==> src/include/pdo_pkg.sv <==
package pdo_pkg;

  localparam int unsigned NUM_OUT   = 4;
  localparam int unsigned VAL_W     = 16;
  localparam int unsigned SEL_W     = 5;
  localparam int unsigned NUM_VARS  = 32;

  // function codes shared by both combining stages
  localparam logic [3:0] FN_OR       = 4'h0;
  localparam logic [3:0] FN_SA_RB_R  = 4'h1;
  localparam logic [3:0] FN_RA_SB_R  = 4'h2;
  localparam logic [3:0] FN_SA_RB_F  = 4'h3;
  localparam logic [3:0] FN_RA_SB_F  = 4'h4;
  localparam logic [3:0] FN_AND      = 4'h5;
  localparam logic [3:0] FN_XOR      = 4'h6;
  localparam logic [3:0] FN_NOR      = 4'h7;
  localparam logic [3:0] FN_NAND     = 4'h8;

  // test kinds: bit 2 selects absolute value
  localparam logic [2:0] TK_GT  = 3'h0;
  localparam logic [2:0] TK_GE  = 3'h1;
  localparam logic [2:0] TK_LT  = 3'h2;
  localparam logic [2:0] TK_LE  = 3'h3;

  // access windows on the operating mode
  localparam logic [3:0] MODE_THR_MIN = 4'h2;
  localparam logic [3:0] MODE_FN_MAX  = 4'h9;

  // register map, one aligned word per output block of 8 words
  localparam logic [7:0] OUT_STRIDE   = 8'h20;
  localparam logic [4:0] R_MODE       = 5'h00;
  localparam logic [4:0] R_SEL        = 5'h04;
  localparam logic [4:0] R_KIND       = 5'h08;
  localparam logic [4:0] R_THR_A      = 5'h0c;
  localparam logic [4:0] R_THR_B      = 5'h10;
  localparam logic [4:0] R_FUNC       = 5'h14;
  localparam logic [4:0] R_POL        = 5'h18;
  localparam logic [4:0] R_STAT       = 5'h1c;
  localparam logic [7:0] REG_SPAN     = 8'h80;

  // reset values
  localparam logic [3:0]       RST_MODE = 4'h0;
  localparam logic [3:0]       RST_FUNC = 4'h0;
  localparam logic [VAL_W-1:0] RST_THR  = '0;
  localparam logic             RST_POL  = 1'b1;

  localparam logic [1:0] RESP_OKAY   = 2'b00;
  localparam logic [1:0] RESP_SLVERR = 2'b10;

endpackage : pdo_pkg

==> src/include/pdo_chain_if.sv <==
`timescale 1ns/10ps
// settings and results of one output chain
interface pdo_chain_if;
  import pdo_pkg::*;
  logic signed [VAL_W-1:0] var_a;
  logic signed [VAL_W-1:0] var_b;
  logic                    var_c;
  logic [2:0]              test_a_kind;
  logic [2:0]              test_b_kind;
  logic [VAL_W-1:0]        threshold_a;
  logic [VAL_W-1:0]        threshold_b;
  logic [3:0]              ab_combine_function;
  logic                    c_enable;
  logic [3:0]              second_stage_function;
  logic                    output_polarity;
  logic                    enable;
  logic                    result;
  logic                    ff_state;
  modport ctrl (output var_a, var_b, var_c, test_a_kind, test_b_kind, threshold_a,
                threshold_b, ab_combine_function, c_enable, second_stage_function,
                output_polarity, enable, input result, ff_state);
  modport chain (input var_a, var_b, var_c, test_a_kind, test_b_kind, threshold_a,
                 threshold_b, ab_combine_function, c_enable, second_stage_function,
                 output_polarity, enable, output result, ff_state);
endinterface : pdo_chain_if

==> src/rtl/pdo_chain.sv <==
`timescale 1ns/10ps
// one programmable output chain: two tests, two combining stages, polarity
module pdo_chain
  import pdo_pkg::*;
(
  // clock and reset
  input  wire logic clk_i,
  input  wire logic rst_n_i,
  // settings and result
  pdo_chain_if.chain ch
);
  import pdo_pkg::*;

  // comparison of a value or its magnitude against a threshold
  function automatic logic run_test(input logic signed [VAL_W-1:0] v,
                                    input logic [VAL_W-1:0] thr, input logic [2:0] kind);
    logic signed [VAL_W:0] x;
    logic signed [VAL_W:0] t;
    x = kind[2] ? ((v < 0) ? -{v[VAL_W-1], v} : {v[VAL_W-1], v}) : {v[VAL_W-1], v};
    t = {thr[VAL_W-1], thr};
    case (kind[1:0])
      2'h0:    run_test = x > t;
      2'h1:    run_test = x >= t;
      2'h2:    run_test = x < t;
      default: run_test = x <= t;
    endcase
  endfunction : run_test

  // static Boolean function of two inputs
  function automatic logic comb_fn(input logic a, input logic b, input logic [3:0] f);
    case (f)
      FN_OR:   comb_fn = a | b;
      FN_AND:  comb_fn = a & b;
      FN_XOR:  comb_fn = a ^ b;
      FN_NOR:  comb_fn = ~a & ~b;
      FN_NAND: comb_fn = ~a | ~b;
      default: comb_fn = 1'b0;
    endcase
  endfunction : comb_fn

  // edge-driven set/reset: a edge has priority over b edge
  function automatic logic ff_next(input logic q, input logic a, input logic b,
                                   input logic pa, input logic pb, input logic [3:0] f);
    logic ra;
    logic rb;
    logic fa;
    logic fb;
    ra = a & ~pa;
    rb = b & ~pb;
    fa = ~a & pa;
    fb = ~b & pb;
    ff_next = q;
    case (f)
      FN_SA_RB_R: ff_next = ra ? 1'b1 : (rb ? 1'b0 : q);
      FN_RA_SB_R: ff_next = ra ? 1'b0 : (rb ? 1'b1 : q);
      FN_SA_RB_F: ff_next = fa ? 1'b1 : (fb ? 1'b0 : q);
      FN_RA_SB_F: ff_next = fa ? 1'b0 : (fb ? 1'b1 : q);
      default:    ff_next = q;
    endcase
  endfunction : ff_next

  function automatic logic is_ff(input logic [3:0] f);
    is_ff = (f >= FN_SA_RB_R) && (f <= FN_RA_SB_F);
  endfunction : is_ff

  logic test_a;
  logic test_b;
  logic ab_ff_q;
  logic ab_ff_d;
  logic prev_a_q;
  logic prev_b_q;
  logic c_ff_q;
  logic c_ff_d;
  logic prev_ab_q;
  logic prev_c_q;
  logic ab_res;
  logic c_res;
  logic chain_res;
  logic out_q;

  // tests against thresholds
  assign test_a = run_test(ch.var_a, ch.threshold_a, ch.test_a_kind);
  assign test_b = run_test(ch.var_b, ch.threshold_b, ch.test_b_kind);

  // first stage
  assign ab_ff_d = ff_next(ab_ff_q, test_a, test_b, prev_a_q, prev_b_q,
                           ch.ab_combine_function);
  assign ab_res  = is_ff(ch.ab_combine_function) ? ab_ff_q
                   : comb_fn(test_a, test_b, ch.ab_combine_function);

  // second stage, same function set
  assign c_ff_d    = ff_next(c_ff_q, ab_res, ch.var_c, prev_ab_q, prev_c_q,
                             ch.second_stage_function);
  assign c_res     = is_ff(ch.second_stage_function) ? c_ff_q
                     : comb_fn(ab_res, ch.var_c, ch.second_stage_function);
  assign chain_res = ch.c_enable ? c_res : ab_res;

  // edge history and flip-flop state
  always_ff @(posedge clk_i or negedge rst_n_i)
  begin
    if (!rst_n_i)
    begin
      ab_ff_q   <= 1'b0;
      prev_a_q  <= 1'b0;
      prev_b_q  <= 1'b0;
      c_ff_q    <= 1'b0;
      prev_ab_q <= 1'b0;
      prev_c_q  <= 1'b0;
      out_q     <= 1'b0;
    end
    else
    begin
      ab_ff_q   <= ab_ff_d;
      prev_a_q  <= test_a;
      prev_b_q  <= test_b;
      c_ff_q    <= c_ff_d;
      prev_ab_q <= ab_res;
      prev_c_q  <= ch.var_c;
      out_q     <= ch.enable & (ch.output_polarity ? chain_res : ~chain_res);
    end
  end

  assign ch.result   = out_q;
  assign ch.ff_state = ab_ff_q;

endmodule : pdo_chain

==> src/rtl/pdo_top.sv <==
`timescale 1ns/10ps
// four programmable digital outputs with an axi4-lite register port
module pdo_top
  import pdo_pkg::*;
(
  // clock and reset
  input  wire logic                                 clk_i,
  input  wire logic                                 rst_n_i,
  // internal drive variables, same clock
  input  wire logic [pdo_pkg::NUM_VARS*pdo_pkg::VAL_W-1:0] analog_vars_i,
  input  wire logic [pdo_pkg::NUM_VARS-1:0]         digital_vars_i,
  // axi4-lite write address and data
  input  wire logic                                 s_axi_awvalid,
  output logic                                      s_axi_awready,
  input  wire logic [7:0]                           s_axi_awaddr,
  input  wire logic                                 s_axi_wvalid,
  output logic                                      s_axi_wready,
  input  wire logic [31:0]                          s_axi_wdata,
  input  wire logic [3:0]                           s_axi_wstrb,
  // axi4-lite write response
  output logic                                      s_axi_bvalid,
  input  wire logic                                 s_axi_bready,
  output logic [1:0]                                s_axi_bresp,
  // axi4-lite read
  input  wire logic                                 s_axi_arvalid,
  output logic                                      s_axi_arready,
  input  wire logic [7:0]                           s_axi_araddr,
  output logic                                      s_axi_rvalid,
  input  wire logic                                 s_axi_rready,
  output logic [31:0]                               s_axi_rdata,
  output logic [1:0]                                s_axi_rresp,
  // programmable digital outputs
  output logic [pdo_pkg::NUM_OUT-1:0]               prog_digital_output_o
);
  import pdo_pkg::*;

  // per-output settings
  logic [3:0]       mode_q   [NUM_OUT];
  logic [SEL_W-1:0] sel_a_q  [NUM_OUT];
  logic [SEL_W-1:0] sel_b_q  [NUM_OUT];
  logic [SEL_W-1:0] sel_c_q  [NUM_OUT];
  logic [2:0]       kind_a_q [NUM_OUT];
  logic [2:0]       kind_b_q [NUM_OUT];
  logic [VAL_W-1:0] thr_a_q  [NUM_OUT];
  logic [VAL_W-1:0] thr_b_q  [NUM_OUT];
  logic [3:0]       fn_ab_q  [NUM_OUT];
  logic [3:0]       fn_c_q   [NUM_OUT];
  logic             pol_q    [NUM_OUT];
  logic [NUM_OUT-1:0] res;
  logic [NUM_OUT-1:0] ffs;

  // write and read channel holding registers
  logic             aw_full_q;
  logic [7:0]       aw_addr_q;
  logic             w_full_q;
  logic [31:0]      w_data_q;
  logic [3:0]       w_strb_q;
  logic             bvalid_q;
  logic [1:0]       bresp_q;
  logic             arready_q;
  logic             rvalid_q;
  logic [31:0]      rdata_q;
  logic [1:0]       rresp_q;

  // write decode
  wire       do_wr    = aw_full_q & w_full_q & ~bvalid_q;
  wire [1:0] wr_idx   = aw_addr_q[6:5];
  wire [4:0] wr_off   = aw_addr_q[4:0];
  wire       wr_ok    = (aw_addr_q < REG_SPAN) && (aw_addr_q[1:0] == 2'b00);
  wire [3:0] wr_mode  = mode_q[wr_idx];
  wire       thr_open = wr_mode > MODE_THR_MIN;
  wire       fn_open  = (wr_mode > MODE_THR_MIN) && (wr_mode < MODE_FN_MAX);
  wire       pol_open = wr_mode != 4'h0;

  // read decode
  wire       do_rd    = s_axi_arvalid & arready_q;
  wire [1:0] rd_idx   = s_axi_araddr[6:5];
  wire [4:0] rd_off   = s_axi_araddr[4:0];
  wire       rd_ok    = (s_axi_araddr < REG_SPAN) && (s_axi_araddr[1:0] == 2'b00);
  logic [31:0] rd_word;

  // read data mux
  always_comb
  begin
    rd_word = 32'h0;
    case (rd_off)
      R_MODE:  rd_word = {28'h0, mode_q[rd_idx]};
      R_SEL:   rd_word = {11'h0, sel_c_q[rd_idx], 3'h0, sel_b_q[rd_idx], 3'h0,
                          sel_a_q[rd_idx]};
      R_KIND:  rd_word = {25'h0, kind_b_q[rd_idx], 1'b0, kind_a_q[rd_idx]};
      R_THR_A: rd_word = {16'h0, thr_a_q[rd_idx]};
      R_THR_B: rd_word = {16'h0, thr_b_q[rd_idx]};
      R_FUNC:  rd_word = {24'h0, fn_c_q[rd_idx], fn_ab_q[rd_idx]};
      R_POL:   rd_word = {31'h0, pol_q[rd_idx]};
      R_STAT:  rd_word = {30'h0, ffs[rd_idx], res[rd_idx]};
      default: rd_word = 32'h0;
    endcase
  end

  // address and data capture, response
  always_ff @(posedge clk_i or negedge rst_n_i)
  begin
    if (!rst_n_i)
    begin
      aw_full_q <= 1'b0;
      aw_addr_q <= 8'h0;
      w_full_q  <= 1'b0;
      w_data_q  <= 32'h0;
      w_strb_q  <= 4'h0;
      bvalid_q  <= 1'b0;
      bresp_q   <= RESP_OKAY;
    end
    else
    begin
      if (s_axi_awvalid && !aw_full_q)
      begin
        aw_full_q <= 1'b1;
        aw_addr_q <= s_axi_awaddr;
      end
      if (s_axi_wvalid && !w_full_q)
      begin
        w_full_q <= 1'b1;
        w_data_q <= s_axi_wdata;
        w_strb_q <= s_axi_wstrb;
      end
      if (do_wr)
      begin
        bvalid_q  <= 1'b1;
        bresp_q   <= wr_ok ? RESP_OKAY : RESP_SLVERR;
        aw_full_q <= 1'b0;
        w_full_q  <= 1'b0;
      end
      if (bvalid_q && s_axi_bready)
      begin
        bvalid_q <= 1'b0;
      end
    end
  end

  // settings registers, locked fields ignore writes
  always_ff @(posedge clk_i or negedge rst_n_i)
  begin
    if (!rst_n_i)
    begin
      for (int i = 0; i < NUM_OUT; i++)
      begin
        mode_q[i]   <= RST_MODE;
        sel_a_q[i]  <= '0;
        sel_b_q[i]  <= '0;
        sel_c_q[i]  <= '0;
        kind_a_q[i] <= TK_GT;
        kind_b_q[i] <= TK_GT;
        thr_a_q[i]  <= RST_THR;
        thr_b_q[i]  <= RST_THR;
        fn_ab_q[i]  <= RST_FUNC;
        fn_c_q[i]   <= RST_FUNC;
        pol_q[i]    <= RST_POL;
      end
    end
    else if (do_wr && wr_ok && w_strb_q[0])
    begin
      case (wr_off)
        R_MODE:  mode_q[wr_idx] <= w_data_q[3:0];
        R_SEL:
        begin
          sel_a_q[wr_idx] <= w_data_q[4:0];
          sel_b_q[wr_idx] <= w_strb_q[1] ? w_data_q[12:8] : sel_b_q[wr_idx];
          sel_c_q[wr_idx] <= w_strb_q[2] ? w_data_q[20:16] : sel_c_q[wr_idx];
        end
        R_KIND:
        begin
          kind_a_q[wr_idx] <= w_data_q[2:0];
          kind_b_q[wr_idx] <= w_data_q[6:4];
        end
        R_THR_A: if (thr_open && w_strb_q[1]) thr_a_q[wr_idx] <= w_data_q[15:0];
        R_THR_B: if (thr_open && w_strb_q[1]) thr_b_q[wr_idx] <= w_data_q[15:0];
        R_FUNC:
        begin
          if (fn_open) fn_ab_q[wr_idx] <= w_data_q[3:0];
          fn_c_q[wr_idx] <= w_data_q[7:4];
        end
        R_POL:   if (pol_open) pol_q[wr_idx] <= w_data_q[0];
        default: ;
      endcase
    end
  end

  // read channel
  always_ff @(posedge clk_i or negedge rst_n_i)
  begin
    if (!rst_n_i)
    begin
      arready_q <= 1'b0;
      rvalid_q  <= 1'b0;
      rdata_q   <= 32'h0;
      rresp_q   <= RESP_OKAY;
    end
    else
    begin
      arready_q <= ~rvalid_q & ~do_rd;
      if (do_rd)
      begin
        rvalid_q <= 1'b1;
        rdata_q  <= rd_ok ? rd_word : 32'h0;
        rresp_q  <= rd_ok ? RESP_OKAY : RESP_SLVERR;
      end
      else if (rvalid_q && s_axi_rready)
      begin
        rvalid_q <= 1'b0;
      end
    end
  end

  // four independent chains
  generate
    for (genvar g = 0; g < NUM_OUT; g++)
    begin : g_out
      pdo_chain_if cif ();
      assign cif.var_a       = analog_vars_i[sel_a_q[g]*VAL_W +: VAL_W];
      assign cif.var_b       = analog_vars_i[sel_b_q[g]*VAL_W +: VAL_W];
      assign cif.var_c       = digital_vars_i[sel_c_q[g]];
      assign cif.c_enable    = sel_c_q[g] != '0;
      assign cif.test_a_kind = kind_a_q[g];
      assign cif.test_b_kind = kind_b_q[g];
      assign cif.threshold_a = thr_a_q[g];
      assign cif.threshold_b = thr_b_q[g];
      assign cif.ab_combine_function   = fn_ab_q[g];
      assign cif.second_stage_function = fn_c_q[g];
      assign cif.output_polarity       = pol_q[g];
      assign cif.enable      = mode_q[g] != 4'h0;
      assign res[g]          = cif.result;
      assign ffs[g]          = cif.ff_state;
      pdo_chain u_chain (
        .clk_i   (clk_i),
        .rst_n_i (rst_n_i),
        .ch      (cif)
      );
    end
  endgenerate

  assign s_axi_awready         = ~aw_full_q;
  assign s_axi_wready          = ~w_full_q;
  assign s_axi_bvalid          = bvalid_q;
  assign s_axi_bresp           = bresp_q;
  assign s_axi_arready         = arready_q;
  assign s_axi_rvalid          = rvalid_q;
  assign s_axi_rdata           = rdata_q;
  assign s_axi_rresp           = rresp_q;
  assign prog_digital_output_o = res;

endmodule : pdo_top

==> config.mk <==
export PLATFORM = sky130hd
export DESIGN_NAME = pdo_top
export DESIGN_NICKNAME = d
export VERILOG_FILES = /design/src/include/pdo_pkg.sv /design/src/include/pdo_chain_if.sv /design/src/rtl/pdo_chain.sv /design/src/rtl/pdo_top.sv
export SDC_FILE = /design/constraint.sdc
export NUM_CORES = 2
export LEC_CHECK = 0
export BUFFER_PORTS_ARGS = -buffer_cell sky130_fd_sc_hd__buf_2
export CAP_MARGIN = 20
export CORE_UTILIZATION = 28
export DETAILED_ROUTE_END_ITERATION = 10
export GPL_TIMING_DRIVEN = 0
export SLEW_MARGIN = 30
export SYNTH_ARGS = -nofsm -noshare
export SYNTH_HDL_FRONTEND = slang
export SYNTH_SLANG_ARGS = --single-unit
==> constraint.sdc <==
create_clock -name clk_i -period 8.8 [get_ports clk_i]
set_input_delay 1.32 -clock clk_i [delete_from_list [all_inputs] [get_ports clk_i]]
set_output_delay 1.32 -clock clk_i [all_outputs]
set_load 0.02 [all_outputs]
Word-level counts from Yosys, hierarchy flattened
Cells that the tools add are included.

Add/sub/neg operators: 8. Order comparisons: 68. Eq/ne operators: 125. Shift-type cells: 8. Multiplexer cells: 209. Bitwise operators: 123. Reduce and logical (&&, ||, !) cells: 78.

Operator list (number): $shiftx 512x10->16 (8); $mux 17 (16); $pmux 21 s8 (1); $ge 17x16->1 (8); $gt 17x16->1 (8); $le 17x16->1 (8); $lt 17x16->1 (8); $neg 17->17 (8); $bwmux 64 (2); $eq 4x3->1 const B (32); $lt 16x1->1 const B (8); $mux 1 (97); $ne 3x1->1 const B (32); $mux 16 (5); $mux 5 (13); $bmux 16 s2 (2); $eq 4x2->1 const B (16); $bwmux 20 (3); $and 1x1->1 (56); $reduce_bool 4->1 (13); $bmux 5 s2 (5); $bwmux 16 (3); $not 1->1 (41); $pmux 1 s5 (8); other kinds (46) (218).

Register bits after elaboration: 365. Input port bits: 603. Output and inout bits: 45. Word-level logic and storage cells: 702.

Depth between registers and ports, before layout
Depth after elaboration: 18. Mapped depth: 36. Gate-level depth less buffers: 33.

Cells and area by module
Synthesis repeated with hierarchy kept, for this count alone.

Cells, all modules: 4140. Area, all modules: 57081.0 um^2.

Modules (own cells, without submodules): pdo_top (times used 1, cells each 2827, area each 47804.6 um^2, sequential area each 8112.8 um^2); pdo_chain (g_out[0].u_chain ...) (times used 3, cells each 324, area each 2284.7 um^2, sequential area each 175.2 um^2); pdo_chain (g_out[1].u_chain) (times used 1, cells each 341, area each 2422.3 um^2, sequential area each 175.2 um^2).

Worst setup path after synthesis
No wires, ideal clock.

Path type: in2reg. Start point: in analog_vars_i[242] in the netlist's numbering. End point: reg g_out[2].u_chain.out_q. Library setup time: 0.126 ns. Arrival time: 7.735 ns. Data required time: 8.674 ns. Setup slack: 0.938 ns. Cell stages on the path: 29. Path buffers: 0. Cell sequence: mux4_2 mux4_2 mux2i_1 and2_1 o21a_1 nand2_1 or3b_1 o21ai_1 xor2_1 ha_1 nand4_1 nor4_1 o31ai_1 and4_1 a211o_1 or2_2 ha_1 mux4_2 a31oi_1 inv_1 ha_1 nor4b_1 a31oi_1 o21ai_0 a21oi_1 a31o_2 a32o_1 xnor2_1 nor2_1.

Word-level cells in the longest chain between the ends: 18. Elaborated cells between the ends (all ways): 41. Classes of those cells: add/sub (2); order compare (10); shift (2); mux (12); bitwise (15).

Ends and longest elaborated chain: from (decl) (RTL line pdo_top.sv:10) `input wire logic [pdo_pkg::NUM_VARS*pdo_pkg::VAL_W-1:0] analog_vars_i,`; $shiftx 512x10->16 (*) (RTL line pdo_top.sv:219) `assign cif.var_a = analog_vars_i[sel_a_q[g]*VAL_W +: VAL_W];`; $neg 17->17 / $lt 16x1->1 (equally long branches) (RTL line pdo_chain.sv:19) `x = kind[2] ? ((v < 0) ? -{v[VAL_W-1], v} : {v[VAL_W-1], v}) : {v[VAL_W-1], v};`; $mux 17 (RTL line pdo_chain.sv:19); $mux 17 (*) (RTL line pdo_chain.sv:19); $le 17x16->1, or another cell as far along (RTL line pdo_chain.sv:25) `default: run_test = x <= t;`; $pmux 1 s3 (*) (RTL line pdo_chain.sv:21) `case (kind[1:0])`; via g_out[2].u_chain.test_a (RTL line pdo_chain.sv:66) `logic test_a;`; $not 1->1 (RTL line pdo_chain.sv:35, pdo_chain.sv:36); (+3 left out); $not 1->1 (RTL line pdo_chain.sv:35, pdo_chain.sv:36); $or 1x1->1 / $and 1x1->1 (equally long branches) (RTL line pdo_chain.sv:36, pdo_chain.sv:35); $pmux 1 s5 (RTL line pdo_chain.sv:31) `case (f)`; $mux 1 (RTL line pdo_chain.sv:94) `assign c_res = is_ff(ch.second_stage_function) ? c_ff_q`; $mux 1 (*) (RTL line pdo_chain.sv:96) `assign chain_res = ch.c_enable ? c_res : ab_res;`; $not 1->1 (RTL line pdo_chain.sv:119) `out_q <= ch.enable & (ch.output_polarity ? chain_res : ~chain_res);`; $mux 1 (*) (RTL line pdo_chain.sv:119); $and 1x1->1 (*) (RTL line pdo_chain.sv:119); to (signal assigned) (RTL line pdo_chain.sv:119); to (decl) (RTL line pdo_chain.sv:79) `logic out_q;`.

The timed path passes the listed nets; every way through them passes the cells marked *. A chain may end at the register's enable or synchronous reset.

Final worst setup path
Start point: reg sel_b_q[17] in the netlist's numbering. End point: reg g_out[0].u_chain.out_q.

Word-level cells in the longest chain between the ends: 18. Elaborated cells between the ends (all ways): 30. Classes of those cells: add/sub (1); order compare (5); shift (1); mux (9); bitwise (14).

Ends and longest elaborated chain: from (decl) (RTL line pdo_top.sv:40) `logic [SEL_W-1:0] sel_b_q [NUM_OUT];`; from (signal, indexed assignment) (RTL line pdo_top.sv:167) `sel_b_q[wr_idx] <= w_strb_q[1] ? w_data_q[12:8] : sel_b_q[wr_idx];`; $shiftx 512x10->16 (*) (RTL line pdo_top.sv:220) `assign cif.var_b = analog_vars_i[sel_b_q[g]*VAL_W +: VAL_W];`; $neg 17->17 / $lt 16x1->1 (equally long branches) (RTL line pdo_chain.sv:19); $mux 17 (RTL line pdo_chain.sv:19); $mux 17 (*) (RTL line pdo_chain.sv:19); $le 17x16->1, or another cell as far along (RTL line pdo_chain.sv:25); $pmux 1 s3 (*) (RTL line pdo_chain.sv:21); via g_out[0].u_chain.test_b (RTL line pdo_chain.sv:67) `logic test_b;`; $not 1->1 (RTL line pdo_chain.sv:35, pdo_chain.sv:36); (+3 left out); $not 1->1 (RTL line pdo_chain.sv:35, pdo_chain.sv:36); $or 1x1->1 / $and 1x1->1 (equally long branches) (RTL line pdo_chain.sv:36, pdo_chain.sv:35); $pmux 1 s5 (RTL line pdo_chain.sv:31); $mux 1 (RTL line pdo_chain.sv:94); $mux 1 (*) (RTL line pdo_chain.sv:96); $not 1->1 (RTL line pdo_chain.sv:119); $mux 1 (*) (RTL line pdo_chain.sv:119); $and 1x1->1 (*) (RTL line pdo_chain.sv:119); to (signal assigned) (RTL line pdo_chain.sv:119); to (decl) (RTL line pdo_chain.sv:79).

Marks and branches as above.

==> flow_metrics.tcl <==
set metrics [dict create \
    grt_pass1_wl_mm 443 \
    groute.usage.overall 0.315 \
    routedWlPerCell_um 42.7 \
    status "finished, final reports clean" \
    fin_worst_skew_ps 24.1 \
    pin_count 648 \
    synth_top_area_frac 0.555 \
    grt_pass1_vias 51900 \
    yosysWarnings 0 \
    hpwl_mm 254 \
    grt_max_degree 79 \
    required_ps 9240 \
    area_delta_synth_final_pct 18.6 \
    drt_wl_total_mm 328 \
    use_met1 0.355 \
    grt_overflow 0 \
    yosysTopAreaCell "mux4_2" \
    min_period_ps 8660 \
    power_leakage_nw 22.5 \
    clkLatencyLatePin_ps 580 \
    cts_hold_buf 0 \
    clkPwrFrac 0.231 \
    synth.avg_cell_area_um2 13.3 \
    rsz0062_at_grt "true" \
    critical-path-slowest-cell "dfrtp_1" \
    switching_power_mw 3.10 \
    seq_area_frac_synth 0.157 \
    netlist_area_um2 56200 \
    p_total_mw 7.18 \
    synthCells 4219 \
    final.fill_count 19700 \
    layout.nets 5685 \
    p_int_mw 4.08 \
    power_density_nw_per_um2 108 \
    hold_violations 0 \
    place_ws_ps -1990 \
    hold_path_class "reg2reg" \
    drt_iter0_markers 9576 \
    drtPass1Iterations 6 \
    grt_busiest_layer "met2" \
    cts_max_level 2 \
    endpoint_kind "register" \
    slowest_delay_ps 770 \
    core_area_um2 200000 \
    fmax_mhz 115 \
    clk_pin_slew_ps 60 \
    met2_usage 0.459 \
    ir_drop_mv 0.121 \
    synthTopCellsByArea "mux4_2, dfrtp_1, mux2_2" \
    startpoint_type "register" \
    tritoncts "built" \
    synth_cell_types 76 \
    seqPwrFrac 0.263 \
    switching_share 0.431 \
    synth_seq_cells 352 \
    vias 53800 \
    num_rows 164 \
    period_share 0.985 \
    via_per_inst 7.00 \
    place_congestion 1.07 \
    die_h_um 450 \
    ant_nets 0 \
    drt_drc_violations_left 0 \
    cts-root-buf "clkbuf_16" \
    setup_viol 0 \
    die_w_um 450 \
    portBuffers 620 \
    grtUsageMet3 0.144 \
    drv_slew 0 \
    worstSetupPathType "reg2reg" \
    worstMarginPinSlew_ps 1190 \
    drive_above_1_share 0.561 \
    worst_slack_ps 135 \
    synth_edf_count 0 \
    timing.critical_path.fanout_max 10 \
    worst_ep_arrival_time_ps 9110 \
    synth_ff_type "dfrtp_1" \
    max_slew_margin 0.205 \
    initial_core_util 0.282 \
    dieArea_um2 203000 \
    power_frac_comb 0.506 \
    ys_async_sr_fraction 1.00 \
    clk_path_buf_depth 3 \
    max_cap_viol_count 0 \
    cts_made_buffers 39 \
    numClockSinks 352 \
    grt_antenna_before_repair 113 \
]
[final timing paths]
path / endpoint / from / depth (start not counted) / slack (ps)
setup / recovery: g_out[0].u_chain.ch.result$_DFF_PN0_ / sel_b_q[17]$_DFFE_PN0P_ / 30 / 140
hold / removal: s_axi_arready$_DFF_PN0_ / s_axi_rvalid$_DFFE_PN0P_ / 1 / 440
hold reg to reg: s_axi_arready$_DFF_PN0_ / s_axi_rvalid$_DFFE_PN0P_ / 1 / 440
setup reg to reg: g_out[0].u_chain.ch.result$_DFF_PN0_ / sel_b_q[17]$_DFFE_PN0P_ / 30 / 140
min in group asynchronous: s_axi_rdata[5]$_DFFE_PN0P_ / rst_n_i / 1 / 680
max in group asynchronous: sel_a_q[5]$_DFFE_PN0P_ / rst_n_i / 2 / 7220
[stage by stage]
stage / area [um2] / instances / hold slack (ps) / util / TNS [ps]
floorplan: 56300 / 4231 / 480 / - / 0
global placement: 62700 / 7507 / 435 / 0.314 / -238880
detailed placement: 63500 / 7530 / 439 / 0.318 / -10090
CTS: 65600 / 7597 / 447 / 0.328 / -24.9
global route: 66700 / 7670 / 464 / 0.334 / -52.5
finish: 66700 / 7682 / 442 / 0.334 / 0
[timing repair]
action | in CTS | in global routing
endpoints found under the setup margin | 11 | 6
resized for setup | 219 | 264
pin swaps | 1 | 6
buffers inserted | 8 | 16
[cells in the mapped netlist, types with 14 or more instances]
master and count:
buf_4 42, a21boi_0 14, a221oi_1 23, clkbuf_1 232, a21oi_1 97, mux2i_1 145
ha_1 156, buf_2 106, nor3_1 35, inv_1 200, nor2b_1 31, nand3_1 55
buf_1 70, a31oi_1 24, o21ai_0 175, a22oi_1 34, dfrtp_1 348, xnor2_1 64
nor2_1 115, mux2_2 216, a211oi_1 24, nand2_1 260, xor2_1 57, and3_1 19
nand4_1 27, a22o_1 16, nand2b_1 17, mux4_2 1385
[routing by layer]
layer  vias to the layer above  part of all wire
met2                      5711              0.42
met1                     27200              0.31
li1                      19400                 -
met3                      1502              0.16
met5                         -            0.0019
met4                        34              0.10
[critical path: cells and delay by family (launching register included)]
kind,cells,cell delay (ps)
AO/OA/AOI/OAI,6,1110
XOR/XNOR,1,180
adder cells (fa/ha/maj),3,760
buffers and inverters,4,1650
flip-flops,1,770
multiplexers,4,1530
AND/OR/NAND/NOR,12,2500
[power groups by stage]
stage / clock, mW / combinational, mW / sequential [mW]
2_1_floorplan: 0 / 1.85 / 1.85
3_5_place_dp: 0 / 3.34 / 1.90
5_1_grt: 1.73 / 3.69 / 1.90
3_3_place_gp: 0 / 3.24 / 1.90
4_1_cts: 1.66 / 3.41 / 1.88
6_report: 1.66 / 3.63 / 1.89
[area by class of cell]
| type | instances | area (um2) | area share |
|---|---|---|---|
| Multi-Input combinational cell | 3217 | 45500 | 0.683 |
| Sequential cell | 352 | 8820 | 0.132 |
| Timing Repair Buffer | 667 | 3980 | 0.0596 |
| Tap cell | 2656 | 3320 | 0.0498 |
| Buffer | 448 | 2900 | 0.0434 |
| Clock buffer | 52 | 1070 | 0.0161 |
| Inverter | 201 | 754 | 0.0113 |
| Antenna cell | 75 | 188 | 0.00281 |
| Clock inverter | 14 | 144 | 0.00216 |
[kinds of logic (layout without fill, tap and decap cells)]
group / count (synthesis) / after routing / share of synthesized area
flip-flops: 352 / 352 / 0.157
multiplexers: 1746 / 1746 / 0.624
adder cells (fa/ha/maj): 163 / 163 / 0.0359
other: 1 / 88 / 0.0000667
AND/OR/NAND/NOR: 657 / 657 / 0.0561
XOR/XNOR: 121 / 121 / 0.0188
AO/OA/AOI/OAI: 517 / 517 / 0.0579
buffers and inverters: 662 / 1382 / 0.0508
[registers in the layout, indices dropped and copies added (netlist names), 8 cells and up]
name                             cells
g_out.cif.test_a_kind               12
sel_b_q                             20
s_axi_rdata                         21
aw_addr_q                            8
w_data_q                            21
g_out.cif.test_b_kind               12
g_out.cif.ab_combine_function       16
sel_c_q                             20
sel_a_q                             20
g_out.cif.threshold_b               64
g_out.cif.threshold_a               64
mode_q                              16
g_out.cif.second_stage_function     16
[cell usage in the layout, fill, tap and decap left out, drive strengths merged, types with 10 or more instances in the layout]
| cell | netlist | final |
|---|---|---|
| mux4 | 1385 | 1385 |
| buf | 229 | 862 |
| dfrtp | 348 | 348 |
| clkbuf | 232 | 301 |
| nand2 | 260 | 260 |
| mux2 | 216 | 216 |
| inv | 201 | 203 |
| o21ai | 187 | 187 |
| ha | 156 | 156 |
| mux2i | 145 | 145 |
| nor2 | 115 | 115 |
| a21oi | 97 | 97 |
| diode | 0 | 75 |
| xnor2 | 64 | 64 |
| xor2 | 57 | 57 |
| nand3 | 55 | 55 |
| nor3 | 35 | 35 |
| a22oi | 34 | 34 |
| nor2b | 31 | 31 |
| nand4 | 27 | 27 |
| a211oi | 24 | 24 |
| a31oi | 24 | 24 |
| a221oi | 23 | 23 |
| and3 | 19 | 19 |
| nand2b | 17 | 17 |
| a22o | 16 | 16 |
| a21boi | 14 | 14 |
| and2 | 14 | 14 |
| conb | 1 | 13 |
| nor3b | 12 | 12 |
| a21o | 12 | 12 |
| nor4 | 12 | 12 |
| and4 | 11 | 11 |
| or4 | 11 | 11 |
| nand3b | 10 | 10 |
| o31ai | 10 | 10 |
Power figures use the tool's default switching activity.
